$ cat src/core/bsc_defs.vh
// Offsets, field positions and reset values of the system control upper half
`ifndef BSC_DEFS_VH
`define BSC_DEFS_VH
`define BSC_SYSCTL_OFFSET   8'h80
`define BSC_STEP_HI         31
`define BSC_STEP_LO         30
`define BSC_TIE_AB_BIT      29
`define BSC_TIE_ABC_BIT     28
`define BSC_CLK_DIR_BIT     27
`define BSC_ROUTE_BIT       26
`define BSC_FLAG_BIT        25
`define BSC_ENABLE_BIT      24
`define BSC_RSVD23_BIT      23
`define BSC_SPARE_BIT       22
`define BSC_VCC_BIT         21
`define BSC_ZV_BIT          20
`define BSC_DREQ_EN_BIT     19
`define BSC_CHAN_HI         18
`define BSC_CHAN_LO         16
`define BSC_STEP_RST        2'h0
`define BSC_CHAN_RST        3'h4
`define BSC_STEP_NONE       2'h0
`define BSC_STEP_ONE_A      2'h1
`define BSC_STEP_ONE_B      2'h2
`define BSC_STEP_TWO        2'h3
`define BSC_CHAN_PCI_MASTER 3'h4
`define BSC_PIN_ALL_TIED    3'h1
`define BSC_PIN_ALL_LINES   3'h7
`endif

$ cat src/core/bsc_sysctl_upper.v
// Upper half of the card-bridge system control configuration doubleword
`timescale 1ns/10ps
`include "bsc_defs.vh"

module bsc_sysctl_upper
(
  input  wire        ref_clk_i,
  input  wire        rst_n_i,
  input  wire [7:0]  cfg_addr_i,
  input  wire        cfg_func_i,
  input  wire        cfg_wr_i,
  input  wire [3:0]  cfg_be_i,
  input  wire [31:0] cfg_wdata_i,
  output reg  [31:0] cfg_rdata_o,
  // Internal interrupt lines and serial slots
  input  wire [2:0]  int_req_i,
  output wire [3:0]  serial_int_slot_o,
  output wire [2:0]  int_pin_report_o,
  output wire        switch_clock_o,
  output wire        switch_clock_oe_o,
  input  wire        osc_clk_i,
  // Socket power write events and interrupts
  input  wire [1:0]  power_write_i,
  output wire [1:0]  irq2_power_o,
  output wire [1:0]  card_status_change_irq_o,
  // Socket pin controls
  input  wire [1:0]  cardbus_inserted_i,
  output wire [1:0]  spare_terminal_oe_o,
  output wire [1:0]  vcc_guard_active_o,
  output wire [1:0]  card_addr_hi_oe_o,
  // Card DMA
  input  wire [1:0]  card_dreq_i,
  output wire [1:0]  dma_request_o,
  output wire [2:0]  card_dma_channel_o,
  output wire        card_dma_16bit_o,
  output wire        card_dma_unused_o
);

  // Shared (global) fields
  reg  [1:0] serial_irq_slot_step;
  reg        tie_irq_a_b;
  reg        tie_irq_a_b_c;
  reg        switch_clock_direction;
  reg        power_irq_route;
  reg        power_irq_enable;
  reg  [2:0] card_dma_channel;
  // Per-function (socket) fields
  reg  [1:0] power_irq_flag;
  reg  [1:0] spare_terminal_drive;
  reg  [1:0] vcc_guard_disable;
  reg  [1:0] reduced_zv;
  reg  [1:0] card_dma_request_enable;

  // Synchroniser stages for pin inputs
  reg  [1:0] pwr_sync_a;
  reg  [1:0] pwr_sync_b;
  reg  [1:0] ins_sync_a;
  reg  [1:0] ins_sync_b;
  reg  [1:0] dreq_sync_a;
  reg  [1:0] dreq_sync_b;
  reg  [2:0] int_sync_a;
  reg  [2:0] int_sync_b;

  // Working values
  reg  [1:0] next_power_irq_flag;
  reg  [2:0] merged;
  reg  [3:0] slots;

  // Write decode
  wire       hit    = cfg_addr_i == `BSC_SYSCTL_OFFSET;
  wire       wr_hi  = cfg_wr_i && hit && cfg_be_i[3];
  wire       wr_mid = cfg_wr_i && hit && cfg_be_i[2];
  wire [1:0] sel    = {cfg_func_i, ~cfg_func_i};
  wire [1:0] power_event = pwr_sync_b & {2{power_irq_enable}};

  // Rotate a 3-line set into 4 slots: step code 0 by none, codes 1 and 2 by one, code 3 by two
  function [3:0] bsc_step;
    input [2:0] lines;
    input [1:0] step;
    begin
      case (step)
        `BSC_STEP_NONE:  bsc_step = {1'b0, lines};
        `BSC_STEP_ONE_A: bsc_step = {lines, 1'b0};
        `BSC_STEP_ONE_B: bsc_step = {lines, 1'b0};
        `BSC_STEP_TWO:   bsc_step = {lines[1:0], 1'b0, lines[2]};
        default:         bsc_step = {1'b0, lines};
      endcase
    end
  endfunction

  // Power write events, two stages
  always @(posedge ref_clk_i)
  begin
    pwr_sync_a <= power_write_i;
    pwr_sync_b <= pwr_sync_a;
  end

  // Card inserted levels, two stages
  always @(posedge ref_clk_i)
  begin
    ins_sync_a <= cardbus_inserted_i;
    ins_sync_b <= ins_sync_a;
  end

  // Card DMA requests, two stages
  always @(posedge ref_clk_i)
  begin
    dreq_sync_a <= card_dreq_i;
    dreq_sync_b <= dreq_sync_a;
  end

  // Internal interrupt lines, two stages
  always @(posedge ref_clk_i)
  begin
    int_sync_a <= int_req_i;
    int_sync_b <= int_sync_a;
  end

  always @*
  begin
    // Write-one-clear; a new power event wins over the clear
    next_power_irq_flag = power_irq_flag;
    if (wr_hi && cfg_wdata_i[`BSC_FLAG_BIT])
    begin
      next_power_irq_flag = power_irq_flag & ~sel;
    end
    next_power_irq_flag = next_power_irq_flag | power_event;
  end

  // Global fields: one copy, written from either function
  always @(posedge ref_clk_i)
  begin
    if (!rst_n_i)
    begin
      // Global reset only; no other reset source here
      serial_irq_slot_step   <= `BSC_STEP_RST;
      tie_irq_a_b            <= 1'b0;
      tie_irq_a_b_c          <= 1'b0;
      switch_clock_direction <= 1'b0;
      power_irq_route        <= 1'b0;
      power_irq_enable       <= 1'b0;
      card_dma_channel       <= `BSC_CHAN_RST;
    end
    else
    begin
      if (wr_hi)
      begin
        // Single shared copy
        serial_irq_slot_step   <=
          cfg_wdata_i[`BSC_STEP_HI:`BSC_STEP_LO];
        tie_irq_a_b            <= cfg_wdata_i[`BSC_TIE_AB_BIT];
        tie_irq_a_b_c          <= cfg_wdata_i[`BSC_TIE_ABC_BIT];
        switch_clock_direction <= cfg_wdata_i[`BSC_CLK_DIR_BIT];
        power_irq_route        <= cfg_wdata_i[`BSC_ROUTE_BIT];
        power_irq_enable       <= cfg_wdata_i[`BSC_ENABLE_BIT];
      end
      if (wr_mid)
      begin
        card_dma_channel <= cfg_wdata_i[`BSC_CHAN_HI:`BSC_CHAN_LO];
      end
    end
  end

  // Power interrupt flag per function
  always @(posedge ref_clk_i)
  begin
    if (!rst_n_i)
    begin
      power_irq_flag <= 2'h0;
    end
    else
    begin
      power_irq_flag <= next_power_irq_flag;
    end
  end

  // Socket fields, one copy per function
  always @(posedge ref_clk_i)
  begin
    if (!rst_n_i)
    begin
      spare_terminal_drive    <= 2'h0;
      vcc_guard_disable       <= 2'h0;
      reduced_zv              <= 2'h0;
      card_dma_request_enable <= 2'h0;
    end
    else
    begin
      if (wr_mid && sel[0])
      begin
        spare_terminal_drive[0]    <= cfg_wdata_i[`BSC_SPARE_BIT];
        vcc_guard_disable[0]       <= cfg_wdata_i[`BSC_VCC_BIT];
        reduced_zv[0]              <= cfg_wdata_i[`BSC_ZV_BIT];
        card_dma_request_enable[0] <= cfg_wdata_i[`BSC_DREQ_EN_BIT];
      end
      if (wr_mid && sel[1])
      begin
        spare_terminal_drive[1]    <= cfg_wdata_i[`BSC_SPARE_BIT];
        vcc_guard_disable[1]       <= cfg_wdata_i[`BSC_VCC_BIT];
        reduced_zv[1]              <= cfg_wdata_i[`BSC_ZV_BIT];
        card_dma_request_enable[1] <= cfg_wdata_i[`BSC_DREQ_EN_BIT];
      end
    end
  end

  always @*
  begin
    cfg_rdata_o = 32'h0000_0000;
    if (hit)
    begin
      cfg_rdata_o[`BSC_STEP_HI:`BSC_STEP_LO] = serial_irq_slot_step;
      cfg_rdata_o[`BSC_TIE_AB_BIT]  = tie_irq_a_b;
      cfg_rdata_o[`BSC_TIE_ABC_BIT] = tie_irq_a_b_c;
      cfg_rdata_o[`BSC_CLK_DIR_BIT] = switch_clock_direction;
      cfg_rdata_o[`BSC_ROUTE_BIT]   = power_irq_route;
      cfg_rdata_o[`BSC_FLAG_BIT]    = power_irq_flag[cfg_func_i];
      cfg_rdata_o[`BSC_ENABLE_BIT]  = power_irq_enable;
      cfg_rdata_o[`BSC_RSVD23_BIT]  = 1'b0;
      cfg_rdata_o[`BSC_SPARE_BIT]   = spare_terminal_drive[cfg_func_i];
      cfg_rdata_o[`BSC_VCC_BIT]     = vcc_guard_disable[cfg_func_i];
      cfg_rdata_o[`BSC_ZV_BIT]      = reduced_zv[cfg_func_i];
      cfg_rdata_o[`BSC_DREQ_EN_BIT] = card_dma_request_enable[cfg_func_i];
      cfg_rdata_o[`BSC_CHAN_HI:`BSC_CHAN_LO] = card_dma_channel;
    end
  end

  // Merge internal lines before stepping them into slots
  always @*
  begin
    merged = int_sync_b;
    if (tie_irq_a_b_c)
    begin
      // All three lines onto INTA
      merged = {2'b00, |int_sync_b};
    end
    else if (tie_irq_a_b)
    begin
      // INTA and INTB onto INTA; INTC kept
      merged = {int_sync_b[2], 1'b0,
                int_sync_b[0] | int_sync_b[1]};
    end
    slots = bsc_step(merged, serial_irq_slot_step);
  end

  // Serial slot lines and the pin report: INTA alone when all three are tied, else all three lines
  assign serial_int_slot_o = slots;
  assign int_pin_report_o  = tie_irq_a_b_c ? `BSC_PIN_ALL_TIED
                                           : `BSC_PIN_ALL_LINES;

  // Drive oscillator out only when direction bit set
  assign switch_clock_oe_o = switch_clock_direction;
  assign switch_clock_o    = switch_clock_direction & osc_clk_i;

  // Power write interrupt, routed by the shared route bit
  assign irq2_power_o =
    power_event & {2{~power_irq_route}};
  assign card_status_change_irq_o =
    power_event & {2{power_irq_route}};

  // Socket pin controls
  assign spare_terminal_oe_o = spare_terminal_drive & ins_sync_b;
  assign vcc_guard_active_o  = ~vcc_guard_disable;
  assign card_addr_hi_oe_o   = ~reduced_zv;
  assign dma_request_o       =
    dreq_sync_b & card_dma_request_enable;

  // Channel assignment and its decode
  assign card_dma_channel_o = card_dma_channel;
  assign card_dma_unused_o  =
    card_dma_channel == `BSC_CHAN_PCI_MASTER;
  assign card_dma_16bit_o   =
    card_dma_channel > `BSC_CHAN_PCI_MASTER;

endmodule // bsc_sysctl_upper

$ cat config.mk
export PLATFORM = sky130hd
export DESIGN_NAME = bsc_sysctl_upper
export DESIGN_NICKNAME = d
export VERILOG_FILES = /design/src/core/bsc_sysctl_upper.v
export VERILOG_INCLUDE_DIRS = /design/src /design/src/core
export SDC_FILE = /design/constraint.sdc
export NUM_CORES = 1
export LEC_CHECK = 0
export BUFFER_PORTS_ARGS = -buffer_cell sky130_fd_sc_hd__buf_2
export CORE_UTILIZATION = 44
export CTS_BUF_LIST = sky130_fd_sc_hd__clkbuf_2 sky130_fd_sc_hd__clkbuf_4 sky130_fd_sc_hd__clkbuf_8
export DETAILED_ROUTE_END_ITERATION = 7
export PLACE_DENSITY = 0.83
export SYNTH_ARGS = -nofsm -noshare
export SYNTH_HDL_FRONTEND = slang
export SYNTH_SLANG_ARGS = --single-unit
$ cat constraint.sdc
create_clock -name ref_clk_i -period 1.4 [get_ports ref_clk_i]
set_input_delay 0.14 -clock ref_clk_i [delete_from_list [all_inputs] [get_ports ref_clk_i]]
set_output_delay 0.14 -clock ref_clk_i [all_outputs]
set_load 0.05 [all_outputs]
=== Word-level counts from Yosys, hierarchy flattened ===
Index checks and enable logic that the tools add are counted.

* Register bits after elaboration: 38
* Output and inout bits: 58

* Reductions and logical operators: 9
* Mux-type cells: 16
* Bitwise gates (word level): 14
* $lt $le $gt $ge: 2
* Equality and inequality tests: 5

{| class="wikitable"
|+ Operators with widths
! kind !! number
|-
| $mux W16 || 1
|-
| $and A2 B2 Y2 || 6
|-
| $pmux W4 S3 || 1
|-
| $mux W1 || 10
|-
| $eq A8 B8 Y1 const B || 1
|-
| $logic_and A1 B1 Y1 || 6
|-
| $mux W3 || 2
|-
| $not A2 Y2 || 3
|-
| $eq A2 B2 Y1 const B || 2
|-
| $mux W2 || 2
|-
| $eq A3 B3 Y1 const B || 1
|-
| $gt A3 B3 Y1 const B || 1
|-
| $reduce_or A3 Y1 || 1
|-
| $eq A2 B1 Y1 const B || 1
|-
| $logic_not A2 Y1 || 1
|-
| $lt A1 B2 Y1 const B || 1
|-
| $not A1 Y1 || 2
|-
| $or A2 B2 Y2 || 1
|-
| $reduce_or A2 Y1 || 1
|-
| $and A1 B1 Y1 || 1
|-
| $or A1 B1 Y1 || 1
|}

=== Longest topological paths before layout ===
Gate-level depths: netlist of run 1.

* Word-level depth: 6
* Depth in mapped cells: 5

=== Worst setup path before layout of run 1 ===
Ideal clock, no wire load.

* Path type: flip-flop to output port
* Start point: reg serial_irq_slot_step[0] (netlist: bsc_step.step[0])
* End point: out serial_int_slot_o[2]
* Data required time: 1.260 ns
* Slack: -0.658 ns
* Path buffers: 0
* Stages on the path, launching flop included: 4
* Data arrival time: 1.918 ns
* Cell sequence: dfxtp_1 -> inv_1 -> ha_1 -> o32ai_1

* Cells in the longest elaborated chain, start to end: 3
* Elaborated cells on any way between the ends: 6
* Those cells by class: 3 x eq/ne; 1 x mux; 2 x reduce/logical

{| class="wikitable"
|+ Ends and longest elaborated chain
! element !! line !! RTL
|-
| from (decl) || bsc_sysctl_upper.v:40 || <nowiki>reg [1:0] serial_irq_slot_step;</nowiki>
|-
| from (signal assigned) || bsc_sysctl_upper.v:136 || <nowiki>serial_irq_slot_step <= `BSC_STEP_RST;</nowiki>
|-
| from (signal assigned) || bsc_sysctl_upper.v:149 || <nowiki>serial_irq_slot_step <=</nowiki>
|-
| $eq A2 B2 Y1 / $eq A2 B1 Y1 (equally long branches) || bsc_sysctl_upper.v:81 || <nowiki>case (step)</nowiki>
|-
| $reduce_or A2 Y1 (no line) || - ||
|-
| $pmux W4 S3 (*) || bsc_sysctl_upper.v:81 ||
|-
| to (decl) || bsc_sysctl_upper.v:17 || <nowiki>output wire [3:0] serial_int_slot_o,</nowiki>
|}

Every way passes the cells marked *; elsewhere a longest branch is shown, timed or not.

=== Worst setup path in the final report of run 1 ===
* Start point: reg serial_irq_slot_step[1] (netlist: bsc_step.step[1])
* End point: out serial_int_slot_o[2]

The elaborated chain is that of the path after synthesis.

==> results of run 1 <==
[synthesized netlist by cell type, drive strengths merged, types with 2 or more instances]
library cell  number  area, um2
conb               2      7.510
inv               10      37.54
nand3              3      27.53
nand4              4      70.07
ha                 2      25.02
and3               9      63.81
nor2              12      45.04
nor2b              3      18.77
nand2             33      126.4
mux2i             24      240.2
and2               5      31.28
buf               23      183.9
nand2b             2      12.51
a21oi              2      10.01
dfxtp             38      760.7
clkbuf             2      7.510
[routing by layer]
| metal | global-route usage (%) | vias up |
|---|---|---|
| met1 | 19.39 | 734 |
| met4 | 5.585 | 0 |
| met2 | 36.86 | 61 |
| li1 | - | 787 |
| met5 | 0 | - |
| met3 | 4.483 | 5 |
[layout make-up]
cell class | instances | share of cell area (%)
clock buffer | 7 | 3.140
sequential | 38 | 28.63
inverter | 10 | 1.406
multi-input combinational | 130 | 37.44
tap | 48 | 2.249
clock inverter | 1 | 1.125
timing repair buffer | 105 | 26.01
[kinds of logic after synthesis]
family | after synthesis
AND/OR/NAND/NOR | 77
multiplexers | 24
AO/OA/AOI/OAI | 9
other | 2
adder cells (fa/ha/maj) | 2
buffers and inverters | 36
flip-flops | 38
[final timing paths]
kind                    startpoint                   end  slack [ns]  cells past startpoint
setup / recovery  bsc_step.step[1]  serial_int_slot_o[2]       -0.26                      6
hold / removal     cfg_wdata_i[31]      bsc_step.step[1]        0.09                      3
setup reg to reg  power_irq_enable     power_irq_flag[0]        0.54                      3
hold reg to reg      int_sync_a[1]         int_sync_b[1]        0.33                      0
[stage by stage]
| step | setup slack, ns | hold WS (ns) | std cells | utilization [%] |
|---|---|---|---|---|
| floorplan | -0.2075 | 0.1677 | 204 | - |
| global placement | -0.1215 | 0.2417 | 320 | 60.94 |
| detailed placement | -0.1985 | 0.2436 | 320 | 60.94 |
| CTS | -0.2516 | 0.08292 | 338 | 68.25 |
| global route | -0.3618 | 0.09180 | 339 | 70.29 |
| finish | -0.2604 | 0.09213 | 339 | 70.29 |
[what timing repair did]
action,CTS,global route
setup endpoints to repair,4,14
pin swaps,2,3
setup buffers,1,2
hold endpoints to repair,9,0
resized for setup,19,26
hold buffers,9,0
[tightest hold or removal path, cell delays in order]
cell and delay [ns]:
buf_2 0.10, nand2_1 0.04, mux2i_1 0.05
[where the power goes]
| group | total, mW | internal [mW] | leakage [nW] | switching, mW |
|---|---|---|---|---|
| Sequential | 1.12 | 1.11 | 0.314 | 0.00753 |
| Combinational | 0.304 | 0.102 | 1.02 | 0.203 |
| Clock | 0.917 | 0.571 | 0.0593 | 0.346 |
| Total | 2.34 | 1.78 | 1.39 | 0.556 |
[cell usage in the layout, fill, tap and decap left out, types with 6 or more instances in the layout]
master	synthesis	layout
conb_1	2	18
inv_1	10	8
dlygate4sd3_1	0	9
buf_4	20	21
and3_2	6	6
buf_2	0	65
mux2i_1	24	23
nand2_1	32	32
nor2_1	12	11
dfxtp_1	38	35
==> results_dict.tcl, run 1 <==
set metrics [dict create \
    status "finished with violations" \
    violations "negative setup slack" \
    io_buffers 78 \
    fin_nets 350 \
    async_flop_share_pct 0 \
    muxShareOfSynthArea_pct 13.22 \
    syn_avg_cell_area_um2 9.664 \
    crit_slowest_cell "dfxtp_2" \
    initial_core_util_pct 47.83 \
    cts_tree "done" \
    critPathBufInv 2 \
    antenna_found_initial 0 \
    clk_latency_ns 0.29 \
    drv_cap 0 \
    synth-seq-area-share_pct 41.87 \
    area_delta_synth_final_pct 46.97 \
    worstPathCellList "inv_2 > ha_4 > nor4bb_4 > a21oi_2 > o32ai_4 > buf_6" \
    antenna_left 0 \
    dp.final_hpwl_um 2903 \
    io_pins 116 \
    yosys_warnings 0 \
    synth.distinct_cells 35 \
    p_leak_nw 1.390 \
    cts_inserted_buffers 5 \
    maxClockFrequency_ghz 0.6023 \
    ys.flop_type "dfxtp_1" \
    path_clk_slew_ns 0.07 \
    clock-sinks 38 \
    setup_violations 4 \
    grt_pass1_wl_um 6230 \
    yosys_register_bits 38 \
    hp-class "primary input to register" \
    crit_required_ns 1.26 \
    first_pass_iters 4 \
    coreArea_um2 3799 \
    cts.path.max_buffers 2 \
    chipWidth_um 66.26 \
    synth_edf_count 0 \
    n_antenna_cell 0 \
    drive_gt1_share_pct 47.08 \
    area.sequential_um2 764.5 \
    drtIter0Drc 38 \
    netlist_instances 188 \
    rsz0062_at_grt "yes" \
    synthSimpleGateAreaFrac_pct 25.90 \
    vias 1587 \
    endpoint_kind "output pin" \
    gp_congestion 0.7296 \
    cts_root_buf "clkbuf_8" \
    htree_levels 2 \
    syn_area_um2 1817 \
    highest_layer "met4" \
    synth_top_family_by_area "simple AND/OR/NAND/NOR gates" \
    fin_crit_sh_pct 118.6 \
    p_total_mw 2.337 \
    synth-adder-area-share_pct 1.377 \
    drc_errors 0 \
    crit_path_start_kind "register" \
    setup_slack_ns -0.2604 \
    worstPathMaxFanout 2 \
    critPathArrivalTime_ns 1.52 \
    synth-xor-area-share_pct 0 \
    peakVddDrop_v 0.0009736 \
    fillers 292 \
    placed_area_um2 2315 \
    grt_usage_pct 18.83 \
    route.met2.wl_um 2058 \
    slew_viol_final 0 \
    die_area_um2 4390 \
    wl_met3_um 234 \
    drt-total-wl_um 3960 \
    grt_overflow 0 \
    die_y_um 66.26 \
    grt_start_max_net_pins 19 \
    design_area_um2 2670 \
    hold_viol_final 0 \
    power_density_nw_per_um2 875.3 \
    rows 22 \
    critical_path_class "register to output pin" \
    multiInputGateArea_um2 999.7 \
    first_global_vias 1434 \
    critPathTopFamily "flip-flops" \
    via_per_inst 4.681 \
    cpPeakStageDelay_ns 0.33 \
    setup_tns_ns -0.7221 \
    final.setup_skew_ns 0.005991 \
    post-route-min-period_ns 1.660 \
    synth-compound-area-share_pct 3.926 \
    drt-met1-wl_um 1629 \
    wl_per_cell_um 11.68 \
]
(Power assumes the default switching activity.)
==> run 2: changes to the inputs <==
--- a/config.mk
+++ b/config.mk
@@ -7,6 +7,7 @@
 export NUM_CORES = 1
 export LEC_CHECK = 0
 export BUFFER_PORTS_ARGS = -buffer_cell sky130_fd_sc_hd__buf_2
+export CORE_ASPECT_RATIO = 0.5
 export CORE_UTILIZATION = 44
 export CTS_BUF_LIST = sky130_fd_sc_hd__clkbuf_2 sky130_fd_sc_hd__clkbuf_4 sky130_fd_sc_hd__clkbuf_8
 export DETAILED_ROUTE_END_ITERATION = 7
==> run 2 against run 1 <==
The run still ends with negative setup slack left. Via count is 3.0% lower. Hold slack worse by 0.0018 ns. Highest routed layer unchanged. Fmax is 1.4% higher. Sequential power hardly changed. Total power is 5.9% lower. Wire length is 1.9% lower. Critical path depth stayed put. Largest cell class unchanged. Sequential share of layout area is 0.47 points higher. Clock power is 15% lower. Clock-buffer cell count stayed put. Combinational power hardly changed. Non-clock buffer count is 2 lower.
==> results_dict.tcl, run 2 (same netlist as run 1, synthesis figures left out) <==
set metrics [dict create \
    antenna_left 0 \
    grt_start_max_net_pins 20 \
    wl_per_cell_um 11.33 \
    worstPathCellList "inv_2 > ha_4 > nor4bb_4 > a21oi_2 > o32ai_4 > buf_6" \
    via_per_inst 4.490 \
    path_clk_slew_ns 0.07 \
    drtIter0Drc 54 \
    vias 1540 \
    drt-total-wl_um 3886 \
    gp_congestion 0.8074 \
    violations "negative setup slack" \
    first_pass_iters 4 \
    die_area_um2 4406 \
    drive_gt1_share_pct 46.71 \
    endpoint_kind "output pin" \
    critical_path_class "register to output pin" \
    cts_tree "done" \
    antenna_found_initial 0 \
    p_leak_nw 1.373 \
    grtUsageMet2_pct 33.09 \
    clk_latency_ns 0.28 \
    dp.final_hpwl_um 2875 \
    chipWidth_um 92.88 \
    io_pins 116 \
    setup_tns_ns -0.6322 \
    die_y_um 47.44 \
    hp-class "primary input to register" \
    worstPathMaxFanout 2 \
    grt_pass1_wl_um 5796 \
    holdWs_ns 0.09030 \
    use_met1_pct 18.97 \
    top_usage_layer "met2" \
    crit_slowest_cell "dfxtp_2" \
    rows 16 \
    clock-sinks 38 \
    critPathArrivalTime_ns 1.50 \
    post-route-min-period_ns 1.637 \
    setup_violations 4 \
    cts.path.max_buffers 2 \
    rsz0062_at_grt "yes" \
    first_global_vias 1348 \
    p_total_mw 2.200 \
    io_buffers 78 \
    final_common_cell "buf_2" \
    coreArea_um2 3924 \
    slew_viol_final 0 \
    cts_inserted_buffers 5 \
    maxClockFrequency_ghz 0.6108 \
    cpPeakStageDelay_ns 0.34 \
    fin_crit_sh_pct 117.0 \
    setup_slack_ns -0.2373 \
    status "finished with violations" \
    n_antenna_cell 0 \
    final.setup_skew_ns 0.004199 \
    area.sequential_um2 765.7 \
    final_util_pct 67.06 \
    htree_levels 2 \
    power_density_nw_per_um2 836.1 \
    fillers 305 \
    drv_cap 0 \
    initial_core_util_pct 46.30 \
    place_worst_setup_slack_ns -0.1342 \
    cts_root_buf "clkbuf_8" \
    area_delta_synth_final_pct 44.83 \
    multiInputGateArea_um2 1002 \
    drc_errors 0 \
    grt_usage_pct 17.40 \
    fin_nets 348 \
    gr-usage-met3_pct 6.190 \
    hold_viol_final 0 \
    grt_overflow 0 \
    crit_path_start_kind "register" \
    layout_common_cells "buf_2 (67), dfxtp_1 (34), nand2_1 (32)" \
    peakVddDrop_v 0.0005912 \
    crit_required_ns 1.26 \
]
-- run 2: through the flow --
step / area, um2 / instances
finish: 2631 / 343
global placement: 2307 / 324
global route: 2631 / 343
CTS: 2571 / 341
floorplan: 1936 / 204
detailed placement: 2307 / 324
-- run 2: metal layers --
layer	part of all wire (%)	vias to the layer above	routed length, um
met3	4.5	2	173
met5	0	-	0
met2	54	49	2086
li1	-	780	-
met4	0.44	0	17
met1	41	709	1609
-- run 2: where the power goes --
part | total, mW | leakage [nW] | switching [mW] | internal, mW
combinational | 0.306 | 1.01 | 0.204 | 0.102
clock | 0.777 | 0.0517 | 0.361 | 0.417
sequential | 1.12 | 0.314 | 0.00798 | 1.11
total | 2.20 | 1.37 | 0.573 | 1.63
-- run 2: cell type report --
cell class / instances / share of cell area, %
Timing Repair Buffer: 103 / 25.20
Multi-Input combinational cell: 130 / 38.09
Clock buffer: 7 / 3.424
Sequential cell: 38 / 29.10
Inverter: 10 / 1.427
Clock inverter: 1 / 0.1902
Tap cell: 54 / 2.568
-- run 2: worst paths after layout --
check                         from                   end  slack, ns  cells past startpoint
hold reg to reg      int_sync_a[0]         int_sync_b[0]       0.33                      0
setup / recovery  bsc_step.step[1]  serial_int_slot_o[2]      -0.24                      6
hold / removal     cfg_wdata_i[30]      bsc_step.step[0]       0.09                      3
setup reg to reg  power_irq_enable     power_irq_flag[0]       0.49                      3
-- run 2: critical path, delay by kind of cell, from the launching register on --
kind                     cells  cell delay, ns
flip-flops                   1            0.34
adder cells (fa/ha/maj)      1            0.25
buffers and inverters        2            0.24
AND/OR/NAND/NOR              1            0.20
AO/OA/AOI/OAI                2            0.18
-- run 2: timing repair --
action / 4_1_cts / 5_1_grt
hold endpoints to repair: 9 / 0
gates resized for setup: 21 / 16
setup endpoints to repair: 4 / 19
hold buffers: 9 / 0
pin swaps: 2 / 3
setup buffers: 0 / 2
